### src/common/ucl_regs.svh
`ifndef UCL_REGS_SVH
`define UCL_REGS_SVH
// row address in the nonvolatile space
`define UCL_ROW_BASE 24'h804000
`define UCL_ROW_WORD1 24'h804004
// apb register byte offsets
`define UCL_REG_ROW_LO 12'h000
`define UCL_REG_ROW_HI 12'h004
`define UCL_REG_CTRL 12'h008
`define UCL_REG_STATUS 12'h00C
// field positions in the 64-bit row
`define UCL_BOOT_PROTECT_SIZE_LSB 0
`define UCL_EEPROM_LSB 4
`define UCL_BODLVL_LSB 8
`define UCL_BODEN_BIT 14
`define UCL_BODACT_LSB 15
`define UCL_WDTEN_BIT 25
`define UCL_WDTAON_BIT 26
`define UCL_WDTPER_LSB 27
`define UCL_WDTWIN_LSB 31
`define UCL_EWOFF_LSB 35
`define UCL_WDTWEN_BIT 39
`define UCL_BODHYS_BIT 40
`define UCL_LOCK_LSB 48
// erased defaults of the fields
`define UCL_BOOT_PROTECT_SIZE_DEF 3'h7
`define UCL_BOOT_PROTECT_SIZE_ALT 3'h3
`define UCL_EEPROM_DEF 3'h7
`define UCL_BODLVL_DEF 6'h07
`define UCL_BODLVL_EXT 6'h22
`define UCL_BODEN_DEF 1'h1
`define UCL_BODACT_DEF 2'h1
`define UCL_WDTEN_DEF 1'h0
`define UCL_WDTAON_DEF 1'h0
`define UCL_WDTPER_DEF 4'hB
`define UCL_WDTWIN_DEF 4'hB
`define UCL_EWOFF_DEF 4'hB
`define UCL_WDTWEN_DEF 1'h0
`define UCL_BODHYS_DEF 1'h1
`define UCL_LOCK_DEF 16'hFFFF
`endif

### src/common/ucl_pkg.sv
package ucl_pkg;
	typedef enum logic [3:0] {
		UCL_RD0 = 4'h1,
		UCL_RD1 = 4'h2,
		UCL_HOLD = 4'h4,
		UCL_DONE = 4'h8
	} ucl_state_t;
	typedef struct packed {
		ucl_state_t st;
		logic [63:0] row;
		logic [23:0] nv_addr;
		logic nv_req;
		logic sys_rst_n;
		logic pready;
		logic pslverr;
		logic [31:0] prdata;
		logic reload;
	} ucl_st_t;
endpackage

### src/ucl_loader.sv
// Register access over APB was decided locally.
`timescale 1ns/1ps
`default_nettype none
`include "ucl_regs.svh"
// How it works
// - fetch first two row words at power-on
// - row read at byte address 0x804000
// - new row contents apply only after reset or a reload request
// - bits 2:0 give boot-protection size
// - bits 6:4 give emulated-EEPROM size
// - bits 13:8 give brown-out level
// - bit 14 gives brown-out enable
// - bits 16:15 give brown-out action
// - bits 25,26 give watchdog enable, always-on
// - bits 30:27 give watchdog period
// - bits 34:31 give window time-out, spanning words
// - bits 38:35 give early-warning offset
// - bit 39 gives window-mode enable
// - bit 40 gives brown-out hysteresis
// - bits 63:48 give sixteen region locks
module ucl_loader #(
	parameter bit EXT_TEMP = 1'b0,
	parameter bit ALT_PKG = 1'b0
) (
	input wire logic clk_sys_in,
	input wire logic rstn_in,
	input wire logic ce_in,
	output logic nv_req_out,
	output logic [23:0] nv_addr_out,
	input wire logic nv_ack_in,
	input wire logic [31:0] nv_rdata_in,
	output logic sys_rstn_out,
	output logic [2:0] boot_protect_size_out,
	output logic [2:0] eeprom_size_out,
	output logic [5:0] bod_level_out,
	output logic bod_enable_out,
	output logic [1:0] bod_action_out,
	output logic bod_hyst_out,
	output logic wdt_enable_out,
	output logic wdt_always_on_out,
	output logic [3:0] wdt_period_out,
	output logic [3:0] wdt_window_out,
	output logic [3:0] early_warning_offset_out,
	output logic wdt_window_en_out,
	output logic [15:0] region_lock_out,
	input wire logic psel_in,
	input wire logic penable_in,
	input wire logic pwrite_in,
	input wire logic [11:0] paddr_in,
	input wire logic [31:0] pwdata_in,
	output logic [31:0] prdata_out,
	output logic pready_out,
	output logic pslverr_out
);
	ucl_pkg::ucl_st_t q, d;

	function automatic logic [63:0] ucl_defaults(input logic ext, input logic alt);
		logic [63:0] r;
		r = 64'h0;
		r[`UCL_BOOT_PROTECT_SIZE_LSB +: 3] = alt ? `UCL_BOOT_PROTECT_SIZE_ALT : `UCL_BOOT_PROTECT_SIZE_DEF;
		r[`UCL_EEPROM_LSB +: 3] = `UCL_EEPROM_DEF;
		r[`UCL_BODLVL_LSB +: 6] = ext ? `UCL_BODLVL_EXT : `UCL_BODLVL_DEF;
		r[`UCL_BODEN_BIT] = `UCL_BODEN_DEF;
		r[`UCL_BODACT_LSB +: 2] = `UCL_BODACT_DEF;
		r[`UCL_WDTEN_BIT] = `UCL_WDTEN_DEF;
		r[`UCL_WDTAON_BIT] = `UCL_WDTAON_DEF;
		r[`UCL_WDTPER_LSB +: 4] = `UCL_WDTPER_DEF;
		r[`UCL_WDTWIN_LSB +: 4] = `UCL_WDTWIN_DEF;
		r[`UCL_EWOFF_LSB +: 4] = `UCL_EWOFF_DEF;
		r[`UCL_WDTWEN_BIT] = `UCL_WDTWEN_DEF;
		r[`UCL_BODHYS_BIT] = `UCL_BODHYS_DEF;
		r[`UCL_LOCK_LSB +: 16] = `UCL_LOCK_DEF;
		return r;
	endfunction

	// a word is taken only while our own request still stands
	function automatic logic ucl_nv_take(input logic req, input logic ack);
		return req && ack;
	endfunction

	// merge one fetched word into its half of the row image
	function automatic logic [63:0] ucl_merge_word(input logic [63:0] row,
		input logic [31:0] word, input logic hi);
		logic [63:0] r;
		r = row;
		if (hi) begin
			r[63:32] = word;
		end else begin
			r[31:0] = word;
		end
		return r;
	endfunction

	// decode of the four word offsets; anything else answers with an error
	function automatic logic ucl_reg_known(input logic [11:0] addr);
		logic known;
		known = 1'b0;
		case (addr)
			`UCL_REG_ROW_LO: begin
				known = 1'b1;
			end
			`UCL_REG_ROW_HI: begin
				known = 1'b1;
			end
			`UCL_REG_CTRL: begin
				known = 1'b1;
			end
			`UCL_REG_STATUS: begin
				known = 1'b1;
			end
			default: begin
				known = 1'b0;
			end
		endcase
		return known;
	endfunction

	// control reads as zero since reload is a one-shot request
	function automatic logic [31:0] ucl_rd_word(input logic [63:0] row,
		input logic [11:0] addr, input logic done);
		logic [31:0] w;
		w = 32'h0;
		case (addr)
			`UCL_REG_ROW_LO: begin
				w = row[31:0];
			end
			`UCL_REG_ROW_HI: begin
				w = row[63:32];
			end
			`UCL_REG_STATUS: begin
				w = {31'h0, done};
			end
			default: begin
				w = 32'h0;
			end
		endcase
		return w;
	endfunction

	// only the control word takes writes
	function automatic logic ucl_wr_error(input logic [11:0] addr, input logic wr);
		logic err;
		err = 1'b0;
		if (wr && addr != `UCL_REG_CTRL) begin
			err = 1'b1;
		end
		return err;
	endfunction

	logic apb_acc;
	logic apb_wr;
	assign apb_acc = psel_in && penable_in;
	assign apb_wr = apb_acc && pwrite_in;

	logic loaded;
	logic reload_req;
	assign loaded = q.st == ucl_pkg::UCL_DONE;
	// refused mid-fetch so a half-loaded row never reaches consumers
	assign reload_req = apb_wr && paddr_in == `UCL_REG_CTRL && pwdata_in[0] && loaded;

	always_comb begin
		d = q;
		d.pready = 1'b0;
		d.pslverr = 1'b0;
		case (q.st)
			ucl_pkg::UCL_RD0: begin
				d.nv_req = 1'b1;
				d.nv_addr = `UCL_ROW_BASE;
				if (ucl_nv_take(q.nv_req, nv_ack_in)) begin
					d.row = ucl_merge_word(q.row, nv_rdata_in, 1'b0);
					d.nv_addr = `UCL_ROW_WORD1;
					d.st = ucl_pkg::UCL_RD1;
				end
			end
			ucl_pkg::UCL_RD1: begin
				if (ucl_nv_take(q.nv_req, nv_ack_in)) begin
					d.row = ucl_merge_word(q.row, nv_rdata_in, 1'b1);
					d.nv_req = 1'b0;
					d.st = ucl_pkg::UCL_HOLD;
				end
			end
			ucl_pkg::UCL_HOLD: begin
				// one cycle so consumers see stable fields before release
				d.sys_rst_n = 1'b1;
				d.st = ucl_pkg::UCL_DONE;
			end
			ucl_pkg::UCL_DONE: begin
				// row is frozen until the next reset or a reload request
				if (q.reload) begin
					d.reload = 1'b0;
					d.sys_rst_n = 1'b0;
					d.st = ucl_pkg::UCL_RD0;
				end
			end
			default: begin
				d.st = ucl_pkg::UCL_RD0;
			end
		endcase
		if (apb_acc && !q.pready) begin
			// one wait state: the answer is registered
			d.pready = 1'b1;
			d.prdata = ucl_rd_word(q.row, paddr_in, loaded);
			if (!ucl_reg_known(paddr_in)) begin
				d.pslverr = 1'b1;
			end
			if (ucl_wr_error(paddr_in, apb_wr)) begin
				d.pslverr = 1'b1;
			end
			// bit 0 requests a reload, acting as a local reset
			if (reload_req) begin
				d.reload = 1'b1;
			end
		end
	end

	always_ff @(posedge clk_sys_in or negedge rstn_in) begin
		if (!rstn_in) begin
			q.st <= ucl_pkg::UCL_RD0;
			q.row <= ucl_defaults(EXT_TEMP, ALT_PKG);
			q.nv_addr <= `UCL_ROW_BASE;
			q.nv_req <= 1'b0;
			q.sys_rst_n <= 1'b0;
			q.pready <= 1'b0;
			q.pslverr <= 1'b0;
			q.prdata <= 32'h0;
			q.reload <= 1'b0;
		end else if (ce_in) begin
			q <= d;
		end
	end

	assign nv_req_out = q.nv_req;
	assign nv_addr_out = q.nv_addr;
	assign sys_rstn_out = q.sys_rst_n;
	assign boot_protect_size_out = q.row[`UCL_BOOT_PROTECT_SIZE_LSB +: 3];
	assign eeprom_size_out = q.row[`UCL_EEPROM_LSB +: 3];
	assign bod_level_out = q.row[`UCL_BODLVL_LSB +: 6];
	assign bod_enable_out = q.row[`UCL_BODEN_BIT];
	assign bod_action_out = q.row[`UCL_BODACT_LSB +: 2];
	assign wdt_enable_out = q.row[`UCL_WDTEN_BIT];
	assign wdt_always_on_out = q.row[`UCL_WDTAON_BIT];
	assign wdt_period_out = q.row[`UCL_WDTPER_LSB +: 4];
	assign wdt_window_out = q.row[`UCL_WDTWIN_LSB +: 4];
	assign early_warning_offset_out = q.row[`UCL_EWOFF_LSB +: 4];
	assign wdt_window_en_out = q.row[`UCL_WDTWEN_BIT];
	assign bod_hyst_out = q.row[`UCL_BODHYS_BIT];
	assign region_lock_out = q.row[`UCL_LOCK_LSB +: 16];
	assign prdata_out = q.prdata;
	assign pready_out = q.pready;
	assign pslverr_out = q.pslverr;
endmodule // ucl_loader
`default_nettype wire

### config.mk
export PLATFORM = sky130hd
export DESIGN_NAME = ucl_loader
export DESIGN_NICKNAME = d
export VERILOG_FILES = /design/src/common/ucl_pkg.sv /design/src/ucl_loader.sv
export VERILOG_INCLUDE_DIRS = /design/src /design/src/common
export SDC_FILE = /design/constraint.sdc
export NUM_CORES = 1
export LEC_CHECK = 0
export ABC_AREA = 1
export BUFFER_PORTS_ARGS = -buffer_cell sky130_fd_sc_hd__buf_2
export CAP_MARGIN = 30
export CORE_ASPECT_RATIO = 0.5
export CORE_MARGIN = 3
export CORE_UTILIZATION = 50
export DETAILED_ROUTE_END_ITERATION = 6
export GPL_ROUTABILITY_DRIVEN = 0
export PLACE_DENSITY = 0.8
export SYNTH_ARGS = -nofsm -noshare
export SYNTH_HDL_FRONTEND = slang
export SYNTH_SLANG_ARGS = --single-unit
### constraint.sdc
create_clock -name clk_sys_in -period 3.58 [get_ports clk_sys_in]
set_input_delay 0.537 -clock clk_sys_in [delete_from_list [all_inputs] [get_ports clk_sys_in]]
set_output_delay 0.537 -clock clk_sys_in [all_outputs]
set_load 0.03 [all_outputs]
==> results.cfg, run 1 <==
[synth]
yosysTopAreaCell = dfrtp_1
synth_top_area_share_pct = 31.4
synth_cell_types = 17
ys_seq_area_share_pct = 49.8
yosys_warnings = 0
netlist_area_um2 = 5420
yosys-top-cells-area = dfrtp_1, dfstp_2, nand2_1, buf_4, nand3_1
postSynthCellCount = 669
ys_ff_latch = 106
avgSynthCellArea_um2 = 8.11

[sta]
worst_slew_pin_slew_ns = 0.796
setup_tns_ns = 0
relSlewSlack_pct = 47.0
hold_violations = 0
slew_violations = 0
layout_setup_ws_ns = 1.54
min_period_ns = 2.04
fin_crit_sh_pct = 56.9
rsz0062_at_grt = no
finalSetupViolations = 0
max_freq_mhz = 491
finClkSkew_ns = 0.00851

[global_routing]
antenna_found_initial = 0
grt_pass1_wl_um = 18900
gr-total-overflow = 0
grt_use_total_pct = 19.1
grt_pass1_vias = 4010
grt_max_degree = 63

[cells_and_area]
fillCellCount = 995
drive_above_1_share_pct = 28.1
layout_commonest_cell = nand2_1
multi_input_area_um2 = 1750
diodes = 0
area_delta_synth_final_pct = 7.41
regArea_um2 = 2700
layout_common_cells = nand2_1, buf_2, nand3_1, o21ai_0, dfrtp_1
final_nets = 796

[clock_tree]
cts_buffers = 9
cts_resized = 0
cts_buffer_depth = 2
cts_hold_buf = 0
clock_sinks = 106
htreeDepth = 3
post_cts_buffers = 0
clkTransAtPathRegs_ns = 0.06
worstSkewPairLatency_ns = 0.33
cts_tree = yes
root_buffer = clkbuf_16

[critical_path]
crit_fanout = 32
critPathArrivalTime_ns = 2.30
rr_worst_depth = 6
cp-start-kind = input pin
worst-endpoint-required_ns = 3.85
crit_path_end_kind = flop
critPathKind = in -> reg

[die]
start_util_pct = 52.3
core_area_um2 = 10400
die_x_um = 153
pin_count = 190
num_rows = 26
die_y_um = 79.6
dieArea_um2 = 12200

[detailed_routing]
vias_per_cell = 4.78
drc_errors = 0
drtPass1Iterations = 5
route.detailed.wl_per_inst_um = 13.4
totalWireLength_um = 11500
drt_iter0_drc = 221
ant_nets = 0
vias = 4105

[power]
power.density_nw_per_um2 = 710
peakVddDrop_mv = 0.319
cellLeakagePower_nw = 3.30

[placed_design]
place_ws_ns = 1.22
portBuffers = 135
dp_hpwl_um = 7760

[hold_path]
hold_path_class = in -> async

[flow_run]
maxCapViolCount = 0

[outcome]
status = completed
state kept, by name, summed over array words and instances (netlist names), named ones only:
name	cells
prdata_out	32
q	21
region_lock_out	16
bod_level_out	6
early_warning_offset_out	4
wdt_period_out	4
wdt_window_out	4
boot_protect_size_out	3
eeprom_size_out	3
bod_action_out	2
bod_enable_out	1
bod_hyst_out	1
nv_addr_out	1
nv_req_out	1
pready_out	1
pslverr_out	1
sys_rstn_out	1
wdt_always_on_out	1
wdt_enable_out	1
wdt_window_en_out	1
Yosys cell counts:
cell type / number
buf_2: 19
buf_4: 101
clkbuf_1: 10
clkbuf_2: 1
conb_1: 2
dfrtp_1: 68
dfstp_2: 38
inv_1: 42
inv_2: 2
nand2_1: 220
nand3_1: 72
nand4_1: 1
nor2_1: 15
nor2_2: 3
nor3_1: 2
nor3_4: 1
o21ai_0: 72
metrics by stage:
| stage | power (mW) | area [µm²] | util [%] | cells | hold WS, ns |
|---|---|---|---|---|---|
| 6_report | 4.14 | 5820 | 56.1 | 858 | 0.262 |
| 4_1_cts | 4.19 | 5820 | 56.1 | 858 | 0.306 |
| 3_5_place_dp | 3.27 | 5560 | 53.5 | 842 | 0.458 |
| 3_3_place_gp | 3.22 | 5520 | 53.2 | 840 | 0.450 |
| 5_1_grt | 4.39 | 5820 | 56.1 | 858 | 0.314 |
| 2_1_floorplan | 3.14 | 5500 | - | 690 | 0.241 |
cells by family (layout without fill, tap and decap cells):
family                 after synthesis  count (layout)  synth area share [%]
buffers and inverters              175             203                  19.6
flip-flops                         106             106                  49.8
AO/OA/AOI/OAI                       72              72                  6.65
AND/OR/NAND/NOR                    314             314                  23.9
other                                2              23                 0.138
power by group:
part / leakage [nW] / internal (mW) / switching, mW
clock network: 0.131 / 0.493 / 0.404
logic: 1.86 / 0.372 / 0.939
registers: 1.31 / 1.68 / 0.247
cell type report:
| type | count | share of cell area (%) |
|---|---|---|
| sequential | 106 | 46.4 |
| inverter | 44 | 2.84 |
| timing repair buffer | 143 | 13.1 |
| tap | 140 | 3.01 |
| clock buffer | 14 | 4.36 |
| clock inverter | 2 | 0.236 |
| multi-input combinational | 409 | 30.1 |
metal layers:
layer	part of all wire [%]	vias to the layer above	track usage [%]
met2	51	117	35.5
met1	43	1917	22.9
li1	-	2064	-
met4	0.77	0	4.71
met3	5.2	7	4.06
met5	0	-	0
critical path, stage by stage:
cell	delay [ns]
buf_2	0.10
nor2_1	0.09
nand2_1	0.09
nor2_4	0.55
nand3_1	0.24
nor2_2	0.13
buf_4	0.38
nand2_1	0.09
nand2_1	0.08
final timing paths:
path	from	end	slack [ns]
setup / recovery	paddr_in[11]	prdata_out[11]$_DFFE_PN0P_	1.54
hold / removal	rstn_in	q[108]$_DFFE_PN0P_	0.26
setup reg to reg	pready_out$_DFFE_PN0P_	prdata_out[11]$_DFFE_PN0P_	1.78
hold reg to reg	nv_addr_out[2]$_DFFE_PN0P_	nv_addr_out[2]$_DFFE_PN0P_	0.47
max in group asynchronous	rstn_in	bod_level_out[1]$_DFFE_PN1P_	2.42
min in group clk_sys_in	nv_rdata_in[2]	boot_protect_size_out[2]$_DFFE_PN1P_	0.43
No activity file was read; power rests on OpenSTA's default activity.
==> inputs of run 2 (changes only) <==
--- a/config.mk
+++ b/config.mk
@@ -11,10 +11,10 @@
 export CAP_MARGIN = 30
 export CORE_ASPECT_RATIO = 0.5
 export CORE_MARGIN = 3
-export CORE_UTILIZATION = 50
+export CORE_UTILIZATION = 46
 export DETAILED_ROUTE_END_ITERATION = 6
 export GPL_ROUTABILITY_DRIVEN = 0
-export PLACE_DENSITY = 0.8
+export PLACE_DENSITY = 0.77
 export SYNTH_ARGS = -nofsm -noshare
 export SYNTH_HDL_FRONTEND = slang
 export SYNTH_SLANG_ARGS = --single-unit
==> constraint.sdc (replaced) <==
create_clock -name clk_sys_in -period 1.8 [get_ports clk_sys_in]
set_input_delay 0.27 -clock clk_sys_in [delete_from_list [all_inputs] [get_ports clk_sys_in]]
set_output_delay 0.27 -clock clk_sys_in [all_outputs]
set_load 0.03 [all_outputs]
==> run 2 against run 1 <==
Final cell count rose by 3.0%. Register-to-register slack got worse by 1.5 ns. Via count rose by 1.9%. Global-route usage fell by 0.70 points. Utilization fell by 2.6 points. Sequential power rose by 98%. Worst setup slack got worse by 1.2 ns. Die area rose by 8.2%. Sequential share of layout area fell by 1.5 points. Combinational power rose by 100%. Design area rose by 3.3%. Critical path type is now reg -> reg. Largest power group unchanged.
==> results.cfg, run 2 (synthesis results as in run 1) <==
[outcome]
status = completed

[global_routing]
grt_max_degree = 58
grt.met2_usage_pct = 32.4
grt_pass1_wl_um = 19600
met3_usage_pct = 4.11
antenna_found_initial = 0
grt_pass1_vias = 4003
grt_use_total_pct = 18.4
gr-total-overflow = 0
use_met1_pct = 24.2
busiest_layer = met2

[critical_path]
critPathArrivalTime_ns = 1.74
rr_worst_depth = 6
worst-endpoint-required_ns = 2.04
crit_path_end_kind = flop
rr_startpoint = q[128]$_DFFE_PN0P_
critPathKind = reg -> reg
r2r_slack_ns = 0.29
cp-start-kind = flop
rr_endpoint = boot_protect_size_out[0]$_DFFE_PN1P_
crit_fanout = 52

[sta]
finClkSkew_ns = 0.0110
setup_tns_ns = 0
max_freq_mhz = 664
rsz0062_at_grt = no
worst_slew_pin_slew_ns = 0.510
hold_violations = 0
fin_crit_sh_pct = 83.7
min_period_ns = 1.51
relSlewSlack_pct = 66.0
finalSetupViolations = 0
hold_slack_ns = 0.161
slew_violations = 0

[hold_path]
min_from = nv_rdata_in[28]
hold_path_class = in -> reg
whs_endpoint = wdt_period_out[1]$_DFFE_PN1P_
hold_path_depth = 3

[clock_tree]
clock_sinks = 106
cts_buffers = 9
htreeDepth = 3
cts_buffer_depth = 2
cts_tree = yes
worstSkewPairLatency_ns = 0.33
post_cts_buffers = 0
clkTransAtPathRegs_ns = 0.07
cts_resized = 0
root_buffer = clkbuf_16

[detailed_routing]
ant_nets = 0
vias = 4183
drt_iter0_drc = 214
route.detailed.wl_per_inst_um = 13.4
totalWireLength_um = 11900
drtPass1Iterations = 4
vias_per_cell = 4.73
drc_errors = 0

[placed_design]
dp_hpwl_um = 8190
dp.cells = 866
portBuffers = 135

[power]
power.density_nw_per_um2 = 1400
cellLeakagePower_nw = 3.36
peakVddDrop_mv = 0.693
power.total_mw = 8.42

[die]
die_y_um = 82.8
start_util_pct = 48.2
pin_count = 190
core_area_um2 = 11200
dieArea_um2 = 13200
die_x_um = 160
num_rows = 27

[cells_and_area]
layout_commonest_cell = nand2_1
fin_cells = 884
largest_register_ffs = 32
layout_common_cells = nand2_1, buf_2, nand3_1, o21ai_0, dfrtp_1
final_nets = 802
final_util_pct = 53.5
drive_above_1_share_pct = 28.9
area_delta_synth_final_pct = 11.0

[flow_run]
maxCapViolCount = 0
## run 2: cell count changes in the layout (fill, tap and decap cells not counted), sizes merged
cell         change
clkinvlp         +1
buf              +5
diode            +1
bufinv           +1
clkbuf           -2
dlygate4sd3      +1
## run 2: layout make-up
type | count | area (µm²)
diodes | 1 | 2.50
clock buffers | 12 | 246
clock inverters | 4 | 51.3
fillers | 1067 | 5230
inverters | 44 | 165
multi-input cells | 409 | 1770
flip-flops and latches | 106 | 2700
well taps | 159 | 199
repair buffers | 149 | 886
## run 2: what timing repair did
item	in CTS	in global routing
endpoints found under the setup margin	0	0
hold endpoints to repair	9	0
hold buffers	1	0
## run 2: report_power, final
part	switching, mW	internal, mW
Combinational	1.88	0.754
Clock	0.833	1.12
Sequential	0.489	3.34
Total	3.20	5.22
## run 2: worst max-delay path by stage
stage / start / end / cells past startpoint
6_report: q[128]$_DFFE_PN0P_ / boot_protect_size_out[0]$_DFFE_PN1P_ / 6
5_1_grt: q[126]$_DFFE_PN0P_ / q[126]$_DFFE_PN0P_ / 5
4_1_cts: q[128]$_DFFE_PN0P_ / region_lock_out[0]$_DFFE_PN1P_ / 6
3_5_place_dp: paddr_in[9] / prdata_out[11]$_DFFE_PN0P_ / 9
3_3_place_gp: paddr_in[11] / prdata_out[11]$_DFFE_PN0P_ / 9
2_1_floorplan: nv_req_out$_DFFE_PN0P_ / wdt_always_on_out$_DFFE_PN0P_ / 7
## run 2: layer usage
metal	wire length [µm]	up-vias
met5	0	-
met2	5710	98
li1	-	2085
met4	94	0
met1	5410	1991
met3	662	9
## run 2: per-stage QoR
step                worst slack, ns  instance area (µm²)
floorplan                     0.400                 5500
global placement              0.279                 5710
detailed placement            0.216                 5710
CTS                           0.282                 6020
global route                 0.0748                 6020
finish                        0.294                 6020
## run 2: worst max-delay path: stages, from the launching register on
cell	delay (ns)
dfrtp_1	0.41
nor2_1	0.15
nand3_1	0.13
inv_1	0.12
nand2_2	0.06
buf_4	0.29
o21ai_0	0.25
==> inputs of run 3 (changes only) <==
--- a/config.mk
+++ b/config.mk
@@ -6,12 +6,12 @@
 export SDC_FILE = /design/constraint.sdc
 export NUM_CORES = 1
 export LEC_CHECK = 0
-export ABC_AREA = 1
+export ABC_AREA = 0
 export BUFFER_PORTS_ARGS = -buffer_cell sky130_fd_sc_hd__buf_2
 export CAP_MARGIN = 30
 export CORE_ASPECT_RATIO = 0.5
 export CORE_MARGIN = 3
-export CORE_UTILIZATION = 46
+export CORE_UTILIZATION = 45
 export DETAILED_ROUTE_END_ITERATION = 6
 export GPL_ROUTABILITY_DRIVEN = 0
 export PLACE_DENSITY = 0.77
==> constraint.sdc (replaced) <==
create_clock -name clk_sys_in -period 1.2 [get_ports clk_sys_in]
set_input_delay 0.18 -clock clk_sys_in [delete_from_list [all_inputs] [get_ports clk_sys_in]]
set_output_delay 0.18 -clock clk_sys_in [all_outputs]
set_load 0.03 [all_outputs]
==> run 3 against run 2 <==
The run now ends with setup timing left. Design area up 29%. Sequential cell count unchanged. Critical path depth up 1. Die area down 3.1%. Total power up 110%. Register-to-register slack worse by 0.88 ns. Clock power up 56%. Critical endpoint is now wdt_window_out[2]$_DFFE_PN0P_. Largest cell class unchanged.
==> results.cfg, run 3 <==
[clock_tree]
cts_buffers = 9
htreeDepth = 3
clkTransAtPathRegs_ns = 0.07
worstSkewPairLatency_ns = 0.34
root_buffer = clkbuf_16
cts_buffer_depth = 2
cts_tree = yes
clock_sinks = 106

[power]
power.density_nw_per_um2 = 2270
peakVddDrop_mv = 1.13
switching_share_pct = 34.9
comb_power_share_pct = 48.0
power.internal_mw = 11.4
clkPwrFrac_pct = 17.4
cellLeakagePower_nw = 3.61
seqPwrFrac_pct = 34.6
power.net_switching_mw = 6.12

[cells_and_area]
layout_commonest_cell = buf_2
largest_register_ffs = 32
drive_above_1_share_pct = 72.1
final_nets = 684
fin_area_um2 = 7740
fin_cells = 746
layout_common_cells = buf_2, buf_6, mux2_4, dfrtp_1, buf_4
diodes = 0
area_delta_synth_final_pct = 50.8

[critical_path]
worst-endpoint-required_ns = 1.43
rr_startpoint = q[128]$_DFFE_PN0P_
cp-startpoint = q[128]$_DFFE_PN0P_
crit_path_end_kind = flop
crit_fanout = 7
crit_family = simple AND/OR/NAND/NOR gates
critPathBufInv = 3
rr_worst_depth = 7
critPathArrivalTime_ns = 2.02
crit_slowest_cell = dfrtp_1
cp-start-kind = flop
max_stage_delay_ns = 0.41
critPathKind = reg -> reg
crit_chain = nor2_4, nand2_4, nor4b_4, buf_6, buf_12, buf_16, mux2_4
r2r_slack_ns = -0.58
rr_endpoint = wdt_window_out[2]$_DFFE_PN0P_

[sta]
max_freq_mhz = 560
relSlewSlack_pct = 60.2
hold_slack_ns = 0.0712
fin_crit_sh_pct = 149
worst_slew_pin_slew_ns = 0.596
finClkSkew_ns = 0.00715
min_period_ns = 1.78
slew_violations = 0
layout_setup_ws_ns = -0.584
setup_tns_ns = -50.43
hold_violations = 0
finalSetupViolations = 118
rsz0062_at_grt = yes

[placed_design]
dp_hpwl_um = 7980
dp.cells = 648
portBuffers = 135
placed_cell_area_um2 = 5870

[detailed_routing]
wl_met3_um = 1340
ant_nets = 0
top_layer = met4
drtPass1Iterations = 5
vias = 4100
wl_met2_um = 8300
totalWireLength_um = 16900
wl_met1_um = 6830
drt_iter0_drc = 247
drc_errors = 0
vias_per_cell = 5.50
route.detailed.wl_per_inst_um = 22.6

[global_routing]
grt_max_degree = 51
antenna_found_initial = 0
grt_use_total_pct = 25.6
grt_pass1_vias = 4203
grt_pass1_wl_um = 24200
gr-total-overflow = 0

[die]
start_util_pct = 48.2
pin_count = 190
core_area_um2 = 10600
num_rows = 26
dieArea_um2 = 12800
die_x_um = 157
die_y_um = 81.5

[synth]
synthFlopType = dfrtp_1
synth_common_cells = buf_4, dfrtp_1, mux2_2, dfstp_2, nand2_1
netlist_area_um2 = 5130
yosys-top-cells-area = dfrtp_1, dfstp_2, buf_4, mux2_2, a22oi_1
postSynthCellCount = 434
ys_seq_area_share_pct = 52.6
synth_enable_flop_cells = 0
avgSynthCellArea_um2 = 11.8
ys_ff_latch = 106
yosysTopAreaCell = dfrtp_1
async_flop_share_pct = 100
synth_cell_types = 38
yosysMostFrequentCell = buf_4
synth_top_area_share_pct = 33.2
yosys_warnings = 0

[hold_path]
whs_endpoint = bod_hyst_out$_DFFE_PN1P_
hold_path_class = in -> reg
hold_path_depth = 2
min_from = nv_rdata_in[8]

[outcome]
status = finished with violations
violations = setup timing

[flow_run]
maxCapViolCount = 0
[run 3: stage by stage]
| stage | util (%) | power, mW | worst slack [ns] |
|---|---|---|---|
| 6_report | 72.7 | 17.5 | -0.584 |
| 5_1_grt | 72.7 | 18.2 | -0.614 |
| 4_1_cts | 70.6 | 16.8 | -0.493 |
| 3_3_place_gp | 55.2 | 11.2 | -0.791 |
| 3_5_place_dp | 55.2 | 11.3 | -0.856 |
| 2_1_floorplan | - | 10.6 | -0.619 |
[run 3: cell families (layout without fill, tap and decap cells)]
group / count (synthesis) / after routing / share of synthesized area (%)
AOI/OAI and AO/OA: 77 / 77 / 9.56
xor gates and xnor gates: 1 / 1 / 0.171
buffers and inverters: 122 / 270 / 16.7
DFF: 106 / 106 / 52.6
muxes: 67 / 67 / 14.7
other: 2 / 23 / 0.146
and+or+nand+nor: 59 / 62 / 6.07
[run 3: worst max-delay path by stage]
| stage | endpoint | slack (ns) | depth (start not counted) |
|---|---|---|---|
| global placement | prdata_out[18]$_DFFE_PN0P_ | -0.79 | 5 |
| CTS | q[106]$_DFFE_PN0P_ | -0.49 | 7 |
| global route | wdt_window_out[2]$_DFFE_PN0P_ | -0.61 | 7 |
| finish | wdt_window_out[2]$_DFFE_PN0P_ | -0.58 | 7 |
| floorplan | prdata_out[10]$_DFFE_PN0P_ | -0.62 | 5 |
| detailed placement | prdata_out[21]$_DFFE_PN0P_ | -0.86 | 5 |
[run 3: timing repair]
item,CTS,global route
cloned,12,3
setup buffers,63,13
setup endpoints to repair,145,146
gates resized for setup,152,47
endpoints found under the hold margin,36,0
hold buffers,1,0
pin swaps,62,43
[run 3: final cells by class]
cell class,count,area (µm²)
clock inverters,4,48.8
fillers,653,2900
repair buffers,250,2260
inverters,4,15.0
multi-input cells,230,2280
flip-flops and latches,106,2700
clock buffers,12,256
well taps,140,175
[run 3: worst reg2reg max path: stages (launching register included)]
cell,delay [ns]
dfrtp_1,0.41
nor2_4,0.18
nand2_4,0.10
nor4b_4,0.24
buf_6,0.18
buf_12,0.13
buf_16,0.14
mux2_4,0.30
[run 3: layer usage]
metal	global-route usage, %	vias to the layer above
li1	-	1740
met1	32.2	2097
met2	43.3	216
met3	6.68	47
met4	9.26	0
met5	0	-
[run 3: power groups by stage]
stage	clock [mW]	combinational [mW]	sequential [mW]
6_report	3.05	8.42	6.07
5_1_grt	3.22	8.76	6.19
4_1_cts	3.04	7.81	5.95
3_5_place_dp	0	5.33	6.02
3_3_place_gp	0	5.20	5.95
2_1_floorplan	0	4.66	5.94
